[src/rtc_ctrl_consts.vh]
// Register map, field layout, reset values and timing counts of the block
`ifndef RTC_CTRL_CONSTS_VH
`define RTC_CTRL_CONSTS_VH

// Byte addresses on the APB bus
`define ADDR_CLK_SRC_PS      8'h00
`define ADDR_PROT_FRZ_CAL    8'h04
`define ADDR_IRQ_EN          8'h08
`define ADDR_EVENT_FLAGS     8'h0c
`define ADDR_CTRL_STATUS     8'h10

// clock_source_prescale_ctrl fields
`define SRC_SEL_HI           7
`define SRC_SEL_LO           6
`define PRESCALE_HI          3
`define PRESCALE_LO          0
`define CLK_SRC_PS_RST       8'h00
`define CLK_SRC_PS_MASK      8'hcf

// Source select codes
`define SRC_MAIN_OSC         2'h0
`define SRC_WATCH_XTAL       2'h1
`define SRC_INT_1MHZ         2'h2

// protect_freeze_cal_ctrl fields
`define KEY_HI               7
`define KEY_LO               6
`define HALT_DBG_BIT         3
`define CAL_SEL_BIT          1
`define PROT_FRZ_CAL_RST     8'h00
`define PROT_FRZ_CAL_MASK    8'h0a

// Key values of the lock and unlock sequences
`define KEY_LOCK             2'h2
`define KEY_UNLOCK_1         2'h0
`define KEY_UNLOCK_2         2'h1
`define KEY_UNLOCK_3         2'h3
`define KEY_UNLOCK_4         2'h2

// interrupt_enable_ctrl and event_flag_status bit positions
`define HOUR_BIT             5
`define MINUTE_BIT           4
`define SECOND_BIT           3
`define COMP_BIT             2
`define TICK_BIT             0
`define IRQ_EN_RST           8'h00
`define IRQ_EN_MASK          8'h3d
`define EVENT_FLAGS_RST      8'h00

// Control status bit positions
`define STAT_PROT_BIT        0
`define STAT_CLK_DONE_BIT    1

// Divider from the 1 MHz prescaled clock to the counter clock
`define COUNTER_DIV          6'd32
`define COUNTER_DIV_LAST     5'd31

`endif

[src/rise_detect.v]
// Registered rising-edge detector for a group of sampled clock levels
`timescale 1ns/100ps
module rise_detect #(
  parameter W = 1
) (
  input  wire         clk_i,
  input  wire         arst_n_i,
  input  wire [W-1:0] level_i,
  output wire [W-1:0] level_q_o,
  output wire [W-1:0] rise_o
);

  reg [W-1:0] level_r;
  reg [W-1:0] prev_r;

  always @(posedge clk_i or negedge arst_n_i)
  begin
    if (!arst_n_i)
    begin
      level_r <= {W{1'b0}};
      prev_r  <= {W{1'b0}};
    end
    else
    begin
      level_r <= level_i;
      prev_r  <= level_r;
    end
  end

  assign level_q_o = level_r;
  assign rise_o    = level_r & ~prev_r;

endmodule

[src/rtc_clock_protect_irq_control.v]
// Clock source, prescaler, write protection and interrupt gating of the RTC
`timescale 1ns/100ps
`include "rtc_ctrl_consts.vh"

module rtc_clock_protect_irq_control (
  input  wire        clk_i,
  input  wire        arst_n_i,
  input  wire        por_arst_n_i,
  input  wire        special_mode_i,
  input  wire        debug_freeze_i,
  input  wire        main_osc_clock_i,
  input  wire        watch_crystal_clock_i,
  input  wire        internal_1mhz_clock_i,
  input  wire        comp_1hz_clock_i,
  input  wire        hour_inc_i,
  input  wire        minute_inc_i,
  input  wire        second_inc_i,
  input  wire        comp_cycle_i,
  input  wire        quarter_tick_i,
  input  wire        psel_i,
  input  wire        penable_i,
  input  wire        pwrite_i,
  input  wire [7:0]  paddr_i,
  input  wire [31:0] pwdata_i,
  input  wire [3:0]  pstrb_i,
  output wire [31:0] prdata_o,
  output wire        pready_o,
  output wire        pslverr_o,
  output wire        counter_tick_o,
  output wire        counter_source_clock_o,
  output wire        calibration_clock_out_o,
  output wire        write_protect_active_o,
  output wire        hour_irq_o,
  output wire        minute_irq_o,
  output wire        second_irq_o,
  output wire        comp_cycle_irq_o,
  output wire        quarter_sec_tick_irq_o
);

  // One-hot states of the key sequence tracker
  localparam [5:0] ST_OPEN   = 6'h01;
  localparam [5:0] ST_LOCK1  = 6'h02;
  localparam [5:0] ST_LOCKED = 6'h04;
  localparam [5:0] ST_UNL1   = 6'h08;
  localparam [5:0] ST_UNL2   = 6'h10;
  localparam [5:0] ST_UNL3   = 6'h20;

  // Normal-reset registers also clear on power-on reset
  wire        any_rst_n;
  wire        setup_ph;
  wire        access_ph;
  wire        wr_en;
  wire        wr_clk;
  wire        wr_prot;
  wire        wr_ie;
  wire        wr_flags;
  wire        addr_hit;
  wire [7:0]  wbyte;
  wire [1:0]  key_wr;
  wire [2:0]  clk_q;
  wire [2:0]  clk_rise;
  wire [1:0]  src_sel;
  wire [3:0]  prescale;
  wire [4:0]  ps_plus1;
  wire [3:0]  half_cnt;
  wire        frozen;
  wire [4:0]  flag_set;
  wire [4:0]  flag_clr;
  wire [4:0]  ie_bits;

  reg  [7:0]  clk_ctrl_r;
  reg         clk_written_r;
  reg         halt_dbg_r;
  reg         cal_sel_r;
  reg  [7:0]  ie_r;
  reg  [4:0]  flag_r;
  reg  [4:0]  flag_nxt;
  reg  [5:0]  prot_st_r;
  reg  [5:0]  prot_st_nxt;
  reg  [31:0] prdata_r;
  reg         pslverr_r;
  reg  [7:0]  rd_byte;
  reg  [3:0]  pre_cnt_r;
  reg  [3:0]  pre_cnt_nxt;
  reg         pre_tick;
  reg         div_clk_r;
  reg         src_tick;
  reg  [4:0]  div32_cnt_r;
  reg         cnt_tick_r;
  reg         src_level;
  reg         src_level_r;
  reg         cal_out_r;

  assign any_rst_n = arst_n_i & por_arst_n_i;

  // APB decode; zero wait states, read data captured in the setup phase
  assign setup_ph  = psel_i & ~penable_i;
  assign access_ph = psel_i & penable_i;
  assign wr_en     = access_ph & pwrite_i & pstrb_i[0];
  assign wbyte     = pwdata_i[7:0];
  assign addr_hit  = (paddr_i == `ADDR_CLK_SRC_PS)   ||
                     (paddr_i == `ADDR_PROT_FRZ_CAL) ||
                     (paddr_i == `ADDR_IRQ_EN)       ||
                     (paddr_i == `ADDR_EVENT_FLAGS)  ||
                     (paddr_i == `ADDR_CTRL_STATUS);
  assign wr_clk    = wr_en & (paddr_i == `ADDR_CLK_SRC_PS);
  assign wr_prot   = wr_en & (paddr_i == `ADDR_PROT_FRZ_CAL);
  assign wr_ie     = wr_en & (paddr_i == `ADDR_IRQ_EN);
  assign wr_flags  = wr_en & (paddr_i == `ADDR_EVENT_FLAGS);
  assign key_wr    = wbyte[`KEY_HI:`KEY_LO];

  // Clock register: POR only, write-once outside special mode
  always @(posedge clk_i or negedge por_arst_n_i)
  begin
    if (!por_arst_n_i)
    begin
      clk_ctrl_r <= `CLK_SRC_PS_RST;
    end
    else if (wr_clk && (special_mode_i || !clk_written_r))
    begin
      clk_ctrl_r <= wbyte & `CLK_SRC_PS_MASK;
    end
  end

  // The write-once latch follows any reset so a normal reset reopens it
  always @(posedge clk_i or negedge any_rst_n)
  begin
    if (!any_rst_n)
    begin
      clk_written_r <= 1'b0;
    end
    else if (wr_clk)
    begin
      clk_written_r <= 1'b1;
    end
  end

  // Freeze and calibration select bits; key bits are not stored
  always @(posedge clk_i or negedge any_rst_n)
  begin
    if (!any_rst_n)
    begin
      halt_dbg_r <= 1'b0;
      cal_sel_r  <= 1'b0;
    end
    else if (wr_prot)
    begin
      halt_dbg_r <= wbyte[`HALT_DBG_BIT];
      cal_sel_r  <= wbyte[`CAL_SEL_BIT];
    end
  end

  // Key sequence tracker; a wrong step falls back, 00 restarts unlocking
  always @*
  begin
    prot_st_nxt = prot_st_r;
    if (wr_prot)
    begin
      case (prot_st_r)
        ST_OPEN:
          if (key_wr == `KEY_LOCK)
            prot_st_nxt = ST_LOCK1;
        ST_LOCK1:
          if (key_wr == `KEY_LOCK)
            prot_st_nxt = ST_LOCKED;
          else
            prot_st_nxt = ST_OPEN;
        ST_LOCKED:
          if (key_wr == `KEY_UNLOCK_1)
            prot_st_nxt = ST_UNL1;
        ST_UNL1:
          if (key_wr == `KEY_UNLOCK_2)
            prot_st_nxt = ST_UNL2;
          else if (key_wr != `KEY_UNLOCK_1)
            prot_st_nxt = ST_LOCKED;
        ST_UNL2:
          if (key_wr == `KEY_UNLOCK_3)
            prot_st_nxt = ST_UNL3;
          else if (key_wr == `KEY_UNLOCK_1)
            prot_st_nxt = ST_UNL1;
          else
            prot_st_nxt = ST_LOCKED;
        ST_UNL3:
          if (key_wr == `KEY_UNLOCK_4)
            prot_st_nxt = ST_OPEN;
          else if (key_wr == `KEY_UNLOCK_1)
            prot_st_nxt = ST_UNL1;
          else
            prot_st_nxt = ST_LOCKED;
        default:
          prot_st_nxt = ST_OPEN;
      endcase
    end
  end

  always @(posedge clk_i or negedge any_rst_n)
  begin
    if (!any_rst_n)
    begin
      prot_st_r <= ST_OPEN;
    end
    else
    begin
      prot_st_r <= prot_st_nxt;
    end
  end

  // Protection holds through the whole unlock walk until its last step
  assign write_protect_active_o = ~(prot_st_r[0] | prot_st_r[1]);

  // Interrupt enables
  always @(posedge clk_i or negedge any_rst_n)
  begin
    if (!any_rst_n)
    begin
      ie_r <= `IRQ_EN_RST;
    end
    else if (wr_ie)
    begin
      ie_r <= wbyte & `IRQ_EN_MASK;
    end
  end

  // Event flags {hour, minute, second, comp, tick}; a set beats a clear
  assign flag_set = {hour_inc_i, minute_inc_i, second_inc_i,
                     comp_cycle_i, quarter_tick_i};
  assign flag_clr = wr_flags ? {wbyte[`HOUR_BIT], wbyte[`MINUTE_BIT],
                                wbyte[`SECOND_BIT], wbyte[`COMP_BIT],
                                wbyte[`TICK_BIT]} : 5'h00;

  always @*
  begin
    flag_nxt = flag_set | (flag_r & ~flag_clr);
  end

  always @(posedge clk_i or negedge any_rst_n)
  begin
    if (!any_rst_n)
    begin
      flag_r <= 5'h00;
    end
    else
    begin
      flag_r <= flag_nxt;
    end
  end

  assign ie_bits = {ie_r[`HOUR_BIT], ie_r[`MINUTE_BIT], ie_r[`SECOND_BIT],
                    ie_r[`COMP_BIT], ie_r[`TICK_BIT]};

  assign hour_irq_o             = flag_r[4] & ie_bits[4];
  assign minute_irq_o           = flag_r[3] & ie_bits[3];
  assign second_irq_o           = flag_r[2] & ie_bits[2];
  assign comp_cycle_irq_o       = flag_r[1] & ie_bits[1];
  assign quarter_sec_tick_irq_o = flag_r[0] & ie_bits[0];

  // Read mux; the key field always reads zero
  always @*
  begin
    rd_byte = 8'h00;
    if (paddr_i == `ADDR_CLK_SRC_PS)
      rd_byte = clk_ctrl_r;
    else if (paddr_i == `ADDR_PROT_FRZ_CAL)
    begin
      rd_byte[`HALT_DBG_BIT] = halt_dbg_r;
      rd_byte[`CAL_SEL_BIT]  = cal_sel_r;
    end
    else if (paddr_i == `ADDR_IRQ_EN)
      rd_byte = ie_r;
    else if (paddr_i == `ADDR_EVENT_FLAGS)
    begin
      rd_byte[`HOUR_BIT]   = flag_r[4];
      rd_byte[`MINUTE_BIT] = flag_r[3];
      rd_byte[`SECOND_BIT] = flag_r[2];
      rd_byte[`COMP_BIT]   = flag_r[1];
      rd_byte[`TICK_BIT]   = flag_r[0];
    end
    else if (paddr_i == `ADDR_CTRL_STATUS)
    begin
      rd_byte[`STAT_PROT_BIT]     = write_protect_active_o;
      rd_byte[`STAT_CLK_DONE_BIT] = clk_written_r;
    end
  end

  always @(posedge clk_i or negedge any_rst_n)
  begin
    if (!any_rst_n)
    begin
      prdata_r  <= 32'h00000000;
      pslverr_r <= 1'b0;
    end
    else if (setup_ph)
    begin
      prdata_r  <= {24'h000000, rd_byte};
      pslverr_r <= ~addr_hit;
    end
  end

  assign prdata_o  = prdata_r;
  assign pslverr_o = pslverr_r;
  assign pready_o  = 1'b1;

  // Sampled source clock levels and their rising edges
  rise_detect #(
    .W (3)
  ) u_clk_edges (
    .clk_i     (clk_i),
    .arst_n_i  (any_rst_n),
    .level_i   ({internal_1mhz_clock_i, watch_crystal_clock_i,
                 main_osc_clock_i}),
    .level_q_o (clk_q),
    .rise_o    (clk_rise)
  );

  assign src_sel  = clk_ctrl_r[`SRC_SEL_HI:`SRC_SEL_LO];
  assign prescale = clk_ctrl_r[`PRESCALE_HI:`PRESCALE_LO];
  assign ps_plus1 = {1'b0, prescale} + 5'h01;
  assign half_cnt = ps_plus1[4:1];

  // Main oscillator prescaler: one tick per prescale+1 oscillator rising edges
  always @*
  begin
    pre_cnt_nxt = pre_cnt_r;
    pre_tick    = 1'b0;
    if (clk_rise[0])
    begin
      if (pre_cnt_r >= prescale)
      begin
        pre_cnt_nxt = 4'h0;
        pre_tick    = 1'b1;
      end
      else
      begin
        pre_cnt_nxt = pre_cnt_r + 4'h1;
      end
    end
  end

  always @(posedge clk_i or negedge any_rst_n)
  begin
    if (!any_rst_n)
    begin
      pre_cnt_r <= 4'h0;
      div_clk_r <= 1'b0;
    end
    else if (clk_rise[0])
    begin
      pre_cnt_r <= pre_cnt_nxt;
      div_clk_r <= (pre_cnt_nxt < half_cnt);
    end
  end

  // Tick and level of the selected counter source; code 11 gives neither
  always @*
  begin
    src_tick  = 1'b0;
    src_level = 1'b0;
    case (src_sel)
      `SRC_MAIN_OSC:
      begin
        src_tick  = pre_tick;
        src_level = (prescale == 4'h0) ? clk_q[0] : div_clk_r;
      end
      `SRC_WATCH_XTAL:
      begin
        src_tick  = clk_rise[1];
        src_level = clk_q[1];
      end
      `SRC_INT_1MHZ:
      begin
        src_tick  = clk_rise[2];
        src_level = clk_q[2];
      end
      default:
      begin
        src_tick  = 1'b0;
        src_level = 1'b0;
      end
    endcase
  end

  // Halt only while debug freeze is active and the halt bit is set
  assign frozen = debug_freeze_i & halt_dbg_r;

  // 1 MHz sources divided by 32; the watch crystal drives the counter direct
  always @(posedge clk_i or negedge any_rst_n)
  begin
    if (!any_rst_n)
    begin
      div32_cnt_r <= 5'h00;
      cnt_tick_r  <= 1'b0;
    end
    else
    begin
      cnt_tick_r <= 1'b0;
      if (src_tick && !frozen)
      begin
        if (src_sel == `SRC_WATCH_XTAL)
        begin
          cnt_tick_r <= 1'b1;
        end
        else if (div32_cnt_r == `COUNTER_DIV_LAST)
        begin
          div32_cnt_r <= 5'h00;
          cnt_tick_r  <= 1'b1;
        end
        else
        begin
          div32_cnt_r <= div32_cnt_r + 5'h01;
        end
      end
    end
  end

  assign counter_tick_o = cnt_tick_r;

  // Clock outputs are registered, so they lag the sampled inputs by a cycle
  always @(posedge clk_i or negedge any_rst_n)
  begin
    if (!any_rst_n)
    begin
      src_level_r <= 1'b0;
      cal_out_r   <= 1'b0;
    end
    else
    begin
      src_level_r <= src_level;
      cal_out_r   <= cal_sel_r ? comp_1hz_clock_i : src_level;
    end
  end

  assign counter_source_clock_o  = src_level_r;
  assign calibration_clock_out_o = cal_out_r;

endmodule

[config.mk]
export PLATFORM = sky130hd
export DESIGN_NAME = rtc_clock_protect_irq_control
export DESIGN_NICKNAME = d
export VERILOG_FILES = /design/src/rise_detect.v /design/src/rtc_clock_protect_irq_control.v
export VERILOG_INCLUDE_DIRS = /design/src
export SDC_FILE = /design/constraint.sdc
export NUM_CORES = 1
export LEC_CHECK = 0
export ABC_AREA = 1
export BUFFER_PORTS_ARGS = -buffer_cell sky130_fd_sc_hd__buf_2
export CAP_MARGIN = 20
export CORE_MARGIN = 3
export CORE_UTILIZATION = 30
export DETAILED_ROUTE_END_ITERATION = 6
export PLACE_DENSITY = 0.62
export SLEW_MARGIN = 20
export SYNTH_ARGS = -nofsm -noshare
export SYNTH_HDL_FRONTEND = slang
export SYNTH_SLANG_ARGS = --single-unit
export TNS_END_PERCENT = 50
[constraint.sdc]
create_clock -name clk_i -period 2 [get_ports clk_i]
set_input_delay 0.4 -clock clk_i [delete_from_list [all_inputs] [get_ports clk_i]]
set_output_delay 0.4 -clock clk_i [all_outputs]
set_load 0.005 [all_outputs]
==> results by group, run 1 <==
Outcome
  • Status: finished clean

Drt
  • ANT nets after route: 0
  • Vias post-DR: 2,662
  • DR WL/cell: roughly 11 um
  • Drt pass-1 iters: 4
  • Final wirelength: ~7 mm
  • Drt drc: 0
  • DR iter-0 viols: 97
  • Vias per cell: 4.39

Logic synthesis
  • Post-synth top cells: nand2_1 (102), inv_1 (58), dfrtp_1 (52)
  • Post-Syn Instances: about 400
  • Share of Yosys cell area claimed by the top area cell type: around 40%
  • Area leader, netlist: dfrtp_1
  • Post-synth EDFFs: 0
  • Asr flop ratio synth: 100%
  • Most used DFF post-synth: dfrtp_1
  • Post-Syn Area: around 0.0032 mm2
  • Avg Inst Size Synth: between 7 and 8 um2
  • Synth Warn #: 0
  • Synth top area cells: dfrtp_1 (41%), nand2_1 (12%), inv_1 (6.9%)
  • Top-count cell post-synth: nand2_1
  • Flop and latch count out of synthesis: 53
  • Netlist cell types: 36
  • Sequential fraction of the synthesis area: 41.8%

Floorplan
  • Rows: 36
  • Die X: 109 um
  • DIE AREA: 0.0119 mm2
  • # IOs: roughly 100
  • Starting Density: a little under a third
  • Core Area: ~0.01 mm2
  • Die height: 109 um

Layout
  • # diodes: 0
  • Design area: around 0.0038 mm2
  • Fillers: 1,037
  • Proportion of layout cells with a drive suffix above 1: between 20% and 30%
  • Final net count: 550
  • Layout Cells excl Fill: ~600
  • Area added between synthesis and finish: 19.5%

Worst setup path
  • Crit path DAT: around 2100 ps
  • Critical-path cell list: inv_1 > ha_1 > nand2_1 > inv_1 > nand2_2 > nand3_2 > nand2_2 > inv_2 > nor2_2 > ha_4 > a211oi_2 > nand2_1 > nand2_1
  • Critical Path Fanout Max: 4
  • WS Path Type: flip-flop to flip-flop
  • Crit Reg-Reg Startpoint: clk_ctrl_r[1]
  • Worst Setup End Kind: flip-flop
  • Startpoint types: flip-flop
  • CP Data Required Time: between 2000 and 2500 ps
  • Worst R2R Setup Slack: 150 ps
  • CP max stage cell: dfrtp_1
  • Critical path's largest stage delay: 360 ps
  • Crit-path most repeated cell: nand2_1
  • FF-to-FF End: div_clk_r
  • Reg2reg path depth: 13

Global route
  • Number of global-route vias before repair: between 2,000 and 3,000
  • Largest net degree at the start of global routing: 29
  • First-pass GRT wire length: around 12 mm
  • Initial antenna violation count: 0
  • Total track usage: between 10 and 15%
  • Grt total ovfl: 0

Placement
  • Setup WS pre-CTS: -59.9 ps
  • Area after DPL: between 0.003 and 0.004 mm2
  • Post-Place Cells: slightly below 600
  • Detailed Place HPWL: around 5.5 mm
  • IO buf count: between 50 and 60
  • GP Congestion: roughly 0.84

Timing
  • Clock period minus worst slack: 1850 ps
  • Final setup fails: 0
  • Achievable Freq: 539 MHz
  • Final Max Slew Viols: 0
  • Clk_skew: 6.71 ps
  • Final period utilization: just over 90%
  • Final WS setup: between 100 and 150 ps
  • Endpoints failing hold: 0

Flow run
  • Number of max-cap violations: 0

Clocking
  • Clock transition at path regs: 100 ps
  • CTS sink cnt: 53
  • Inserted Clock Buffers: 5
  • CTS root buffer: clkbuf_8
  • CTS H-tree lvls: 2
  • CTS Buffer Depth: 2
  • CTS tree: done
  • Worst skew pair latency: 300 ps

Pwr
  • Total power: 2.42 mW
  • Max VDD drop: approximately 0.00029 V
  • Static Leak: around 2.1 nW
  • Pwr/cell area: ~640 mW/mm2

Worst hold path
  • Hold WC Path Type: input port to async pin
sequential cells by signal (all words and copies together), names as in the netlist, 3 cells and up:
| signal | flops |
|---|---|
| prot_st_r | 6 |
| ie_r | 5 |
| clk_ctrl_r | 6 |
| div32_cnt_r | 5 |
| u_clk_edges.prev_r | 3 |
| prdata_o | 8 |
| pre_cnt_r | 4 |
| u_clk_edges.level_q_o | 3 |
| flag_r | 5 |
placed cells by master, fill, tap and decap left out, types with 2 or more instances in the layout:
master and n:
nand2_1 99, inv_1 54, dfrtp_1 52, buf_2 51, nor2_1 30, conb_1 25, o21ai_0 19, buf_4 19
nand4_1 15, ha_1 15, nand2_2 13, nand3_1 13, o21ai_2 8, a21oi_1 6, nor2_2 5, clkbuf_8 5
inv_2 4, o21bai_1 4, nor3_1 4, o21ai_1 4, xor2_1 3, o31ai_1 2, ha_4 2
worst max path at each step:
stage                   from        end  slack, ps  depth (start not counted)
2_1_floorplan  clk_ctrl_r[3]  div_clk_r        100                         11
3_3_place_gp   clk_ctrl_r[3]  div_clk_r         50                         11
3_5_place_dp   clk_ctrl_r[3]  div_clk_r        -60                         11
4_1_cts        clk_ctrl_r[3]  div_clk_r        0.6                         13
5_1_grt        clk_ctrl_r[2]  div_clk_r         -2                         13
6_report       clk_ctrl_r[1]  div_clk_r        150                         13
layer usage:
| layer | track usage [%] | part of all wire (%) |
|---|---|---|
| met4 | 1.62 | 0.78 |
| met1 | 16.5 | 47 |
| met5 | 0 | 0 |
| met2 | 21.0 | 47 |
| met3 | 2.37 | 4.4 |
report_power, final:
part | internal [mW] | switching [mW]
Sequential | 1.13 | 0.0473
Combinational | 0.222 | 0.274
Clock | 0.377 | 0.365
cell type report:
class,instances,area [um2],area share (%)
Sequential cell,53,1330,35.0
Tap cell,133,166,4.39
Multi-Input combinational cell,281,1540,40.6
Inverter,59,223,5.87
Clock buffer,6,72.6,1.91
Timing Repair Buffer,72,428,11.3
Clock inverter,2,38.8,1.02
logic make-up after synthesis:
family                     count (synthesis)  share of synthesized area (%)
muxes                                      1                          0.354
and+or+nand+nor                          186                           26.5
xor gates and xnor gates                   4                           1.10
other                                      2                          0.236
AOI/OAI and AO/OA                         48                           9.30
DFF                                       53                           41.8
buffers and inverters                     87                           14.0
adders and majority gates                 17                           6.70
stage by stage:
stage	utilization [%]	setup TNS [ps]	hold WS, ps
CTS	37.0	0	154
global placement	35.6	0	242
floorplan	-	0	104
finish	37.8	0	140
detailed placement	35.6	-59.9	244
global route	37.8	-1.53	168
worst max-delay path, delay by kind of cell (launching register included):
family	cells	cell delay (ps)
AO/OA/AOI/OAI	1	180
adder cells (fa/ha/maj)	2	520
buffers and inverters	3	150
flip-flops	1	360
AND/OR/NAND/NOR	7	580
repair_timing:
item,CTS,global route
setup buffers,3,4
gates resized for setup,1,12
pin swaps,0,2
endpoints found under the hold margin,6,0
hold buffers,1,0
endpoints found under the setup margin,1,6
(Power assumes the default switching activity.)
==> run 2, diff against run 1 <==
Settings changed: CTS_BUF_LIST set to sky130_fd_sc_hd__clkbuf_4 sky130_fd_sc_hd__clkbuf_8, PLACE_DENSITY 0.62 to unset.
==> run 2 against run 1 <==
  * Combinational power barely moved
  * Fmax fell by 4.2%
  * Non-clock buffer count did not move
  * Die area did not move
  * Clock power rose by 15%
  * Via count fell by 0.83%
  * Clock-buffer cell count fell by 1
==> results by group, run 2 (synthesis results as in run 1) <==
Placement
  • Setup WS pre-CTS: -14.0 ps (+45.9 ps)
  • Detailed Place HPWL: 5.40 mm (-1.2%)
  • IO buf count: 51 (unchanged)
  • GP Congestion: 0.788 (-5.7%)
  • Post-Place Cells: 590 (unchanged)

Floorplan
  • Core Area: 0.0100 mm2 (unchanged)
  • DIE AREA: 0.0119 mm2 (unchanged)
  • Die X: 109 um (unchanged)
  • Rows: 36 (unchanged)
  • # IOs: 104 (unchanged)
  • Die height: 109 um (unchanged)
  • Starting Density: 31.6% (unchanged)

Worst setup path
  • Cell count along the critical path: 11 (-2)
  • Worst Setup End Kind: flip-flop
  • CP top delay family: simple AND/OR/NAND/NOR gates
  • Reg2reg path depth: 11 (-2)
  • CP max stage cell: dfrtp_1
  • WS Path Type: flip-flop to flip-flop
  • Crit path buf inv count: 2 (-1)
  • Startpoint types: flip-flop
  • Worst R2R Setup Slack: 60 ps (-80 ps)
  • CP Data Required Time: 2250 ps (about the same)
  • Critical Path Fanout Max: 5 (+1)
  • Critical-path cell list: inv_2 > ha_4 > a21oi_1 > nand3_2 > nand2_1 > inv_2 > nor2_4 > ha_4 > a211oi_2 > nand2_1 > nand2_1
  • Crit path DAT: 2190 ps (+90 ps)
  • Crit-path most repeated cell: nand2_1
  • Critical path's largest stage delay: 400 ps (+40 ps)

Layout
  • Proportion of layout cells with a drive suffix above 1: 25.6% (+0.21 points)
  • Most common cell after layout, fill and taps aside: nand2_1
  • Area added between synthesis and finish: 20.6%
  • Layout Cells excl Fill: 606 (unchanged)
  • Seq. cell area: 0.00133 mm2 (unchanged)
  • Leading cell types in the layout, fill and taps excluded: nand2_1 (101), inv_1 (53), dfrtp_1 (52)
  • Final Util: 38.1% (+0.36 points)
  • Fillers: 1,065 (+2.7%)
  • Largest register FFs: 8 (unchanged)
  • Area of the multi-input gates: 0.00155 mm2 (+0.89%)
  • # diodes: 0 (unchanged)
  • Final net count: 550 (unchanged)

Global route
  • Largest net degree at the start of global routing: 48 (+66%)
  • Grt total ovfl: 0 (unchanged)
  • Initial antenna violation count: 0 (unchanged)
  • Number of global-route vias before repair: 2,587 (+1.3%)
  • Total track usage: 12.0% (-0.31 points)
  • First-pass GRT wire length: 11.5 mm (-2.8%)

Pwr
  • Total power: 2.53 mW (+4.7%)
  • Pwr/cell area: 661 mW/mm2 (+3.8%)
  • Static Leak: 2.14 nW (+0.19%)
  • Max VDD drop: 0.000313 V (+8.5%)

Clocking
  • CTS root buffer: clkbuf_8
  • Clock transition at path regs: 90 ps (about the same)
  • Inserted Clock Buffers: 5 (unchanged)
  • CTS tree: done
  • CTS Buffer Depth: 2 (unchanged)
  • Worst skew pair latency: 310 ps (about the same)
  • CTS sink cnt: 53 (unchanged)
  • CTS H-tree lvls: 2 (unchanged)

Flow run
  • Number of max-cap violations: 0 (unchanged)

Timing
  • Achievable Freq: 517 MHz (-4.2%)
  • Final setup fails: 0 (unchanged)
  • Final period utilization: 96.8% (+4.1 points)
  • Final WS setup: 64.7 ps (-81.1 ps)
  • Final Max Slew Viols: 0 (unchanged)
  • Endpoints failing hold: 0 (unchanged)
  • Clk_skew: 4.67 ps (-2.04 ps)
  • Worst hold slack: 139 ps (-1.07 ps)
  • Clock period minus worst slack: 1940 ps (+81.1 ps)

Worst hold path
  • Hold WC Path Type: input port to async pin

Drt
  • DR iter-0 viols: 76 (-22%)
  • Final wirelength: 6.85 mm (-0.52%)
  • Vias post-DR: 2,640 (-0.83%)
  • Drt pass-1 iters: 4 (unchanged)
  • Drt drc: 0 (unchanged)
  • Vias per cell: 4.36 (-0.83%)
  • ANT nets after route: 0 (unchanged)
  • DR WL/cell: 11.3 um (-0.52%)

Outcome
  • Status: finished clean
run 2: worst paths after layout:
kind                                             to                startpoint
hold / removal                         pre_cnt_r[1]                  arst_n_i
hold reg to reg               u_clk_edges.prev_r[1]  u_clk_edges.level_q_o[1]
setup / recovery                          div_clk_r             clk_ctrl_r[3]
setup reg to reg                          div_clk_r             clk_ctrl_r[3]
max in group asynchronous              prot_st_r[0]              por_arst_n_i
min in group clk_i         u_clk_edges.level_q_o[1]     watch_crystal_clock_i
run 2: where the power goes:
group / leakage [nW] / switching [mW] / internal, mW
clock network: 0.0681 / 0.354 / 0.497
registers: 0.659 / 0.0504 / 1.13
logic: 1.41 / 0.267 / 0.231
total: 2.14 / 0.671 / 1.86
run 2: final cells by class:
type | count | share of cell area (%)
Multi-Input combinational cell | 281 | 40.5
Sequential cell | 53 | 34.7
Timing Repair Buffer | 72 | 11.2
Inverter | 59 | 5.81
Tap cell | 133 | 4.34
Clock buffer | 5 | 1.80
Clock inverter | 3 | 1.70
run 2: per-stage QoR:
step           TNS [ps]  instance area, um2
2_1_floorplan         0                3260
3_3_place_gp          0                3570
3_5_place_dp      -14.0                3570
4_1_cts               0                3730
5_1_grt           -66.1                3830
6_report              0                3830
run 2: tightest hold or removal path: stages:
cell and delay (ps):
buf_2 80, nand2_1 50, inv_2 60, buf_12 230
run 2: repair_timing:
item	CTS	global route
hold endpoints to repair	6	0
cloned	0	0
setup endpoints to repair	1	7
gates resized for setup	0	13
hold buffers	1	0
setup buffers	2	5
pin swaps	0	2
run 2: routing by layer:
layer,wire (um),vias up,global-route usage (%)
met5,0,-,0
met4,19,0,2.71
met3,340,2,2.55
met2,3360,65,20.7
met1,3120,1217,15.3
li1,-,1356,-
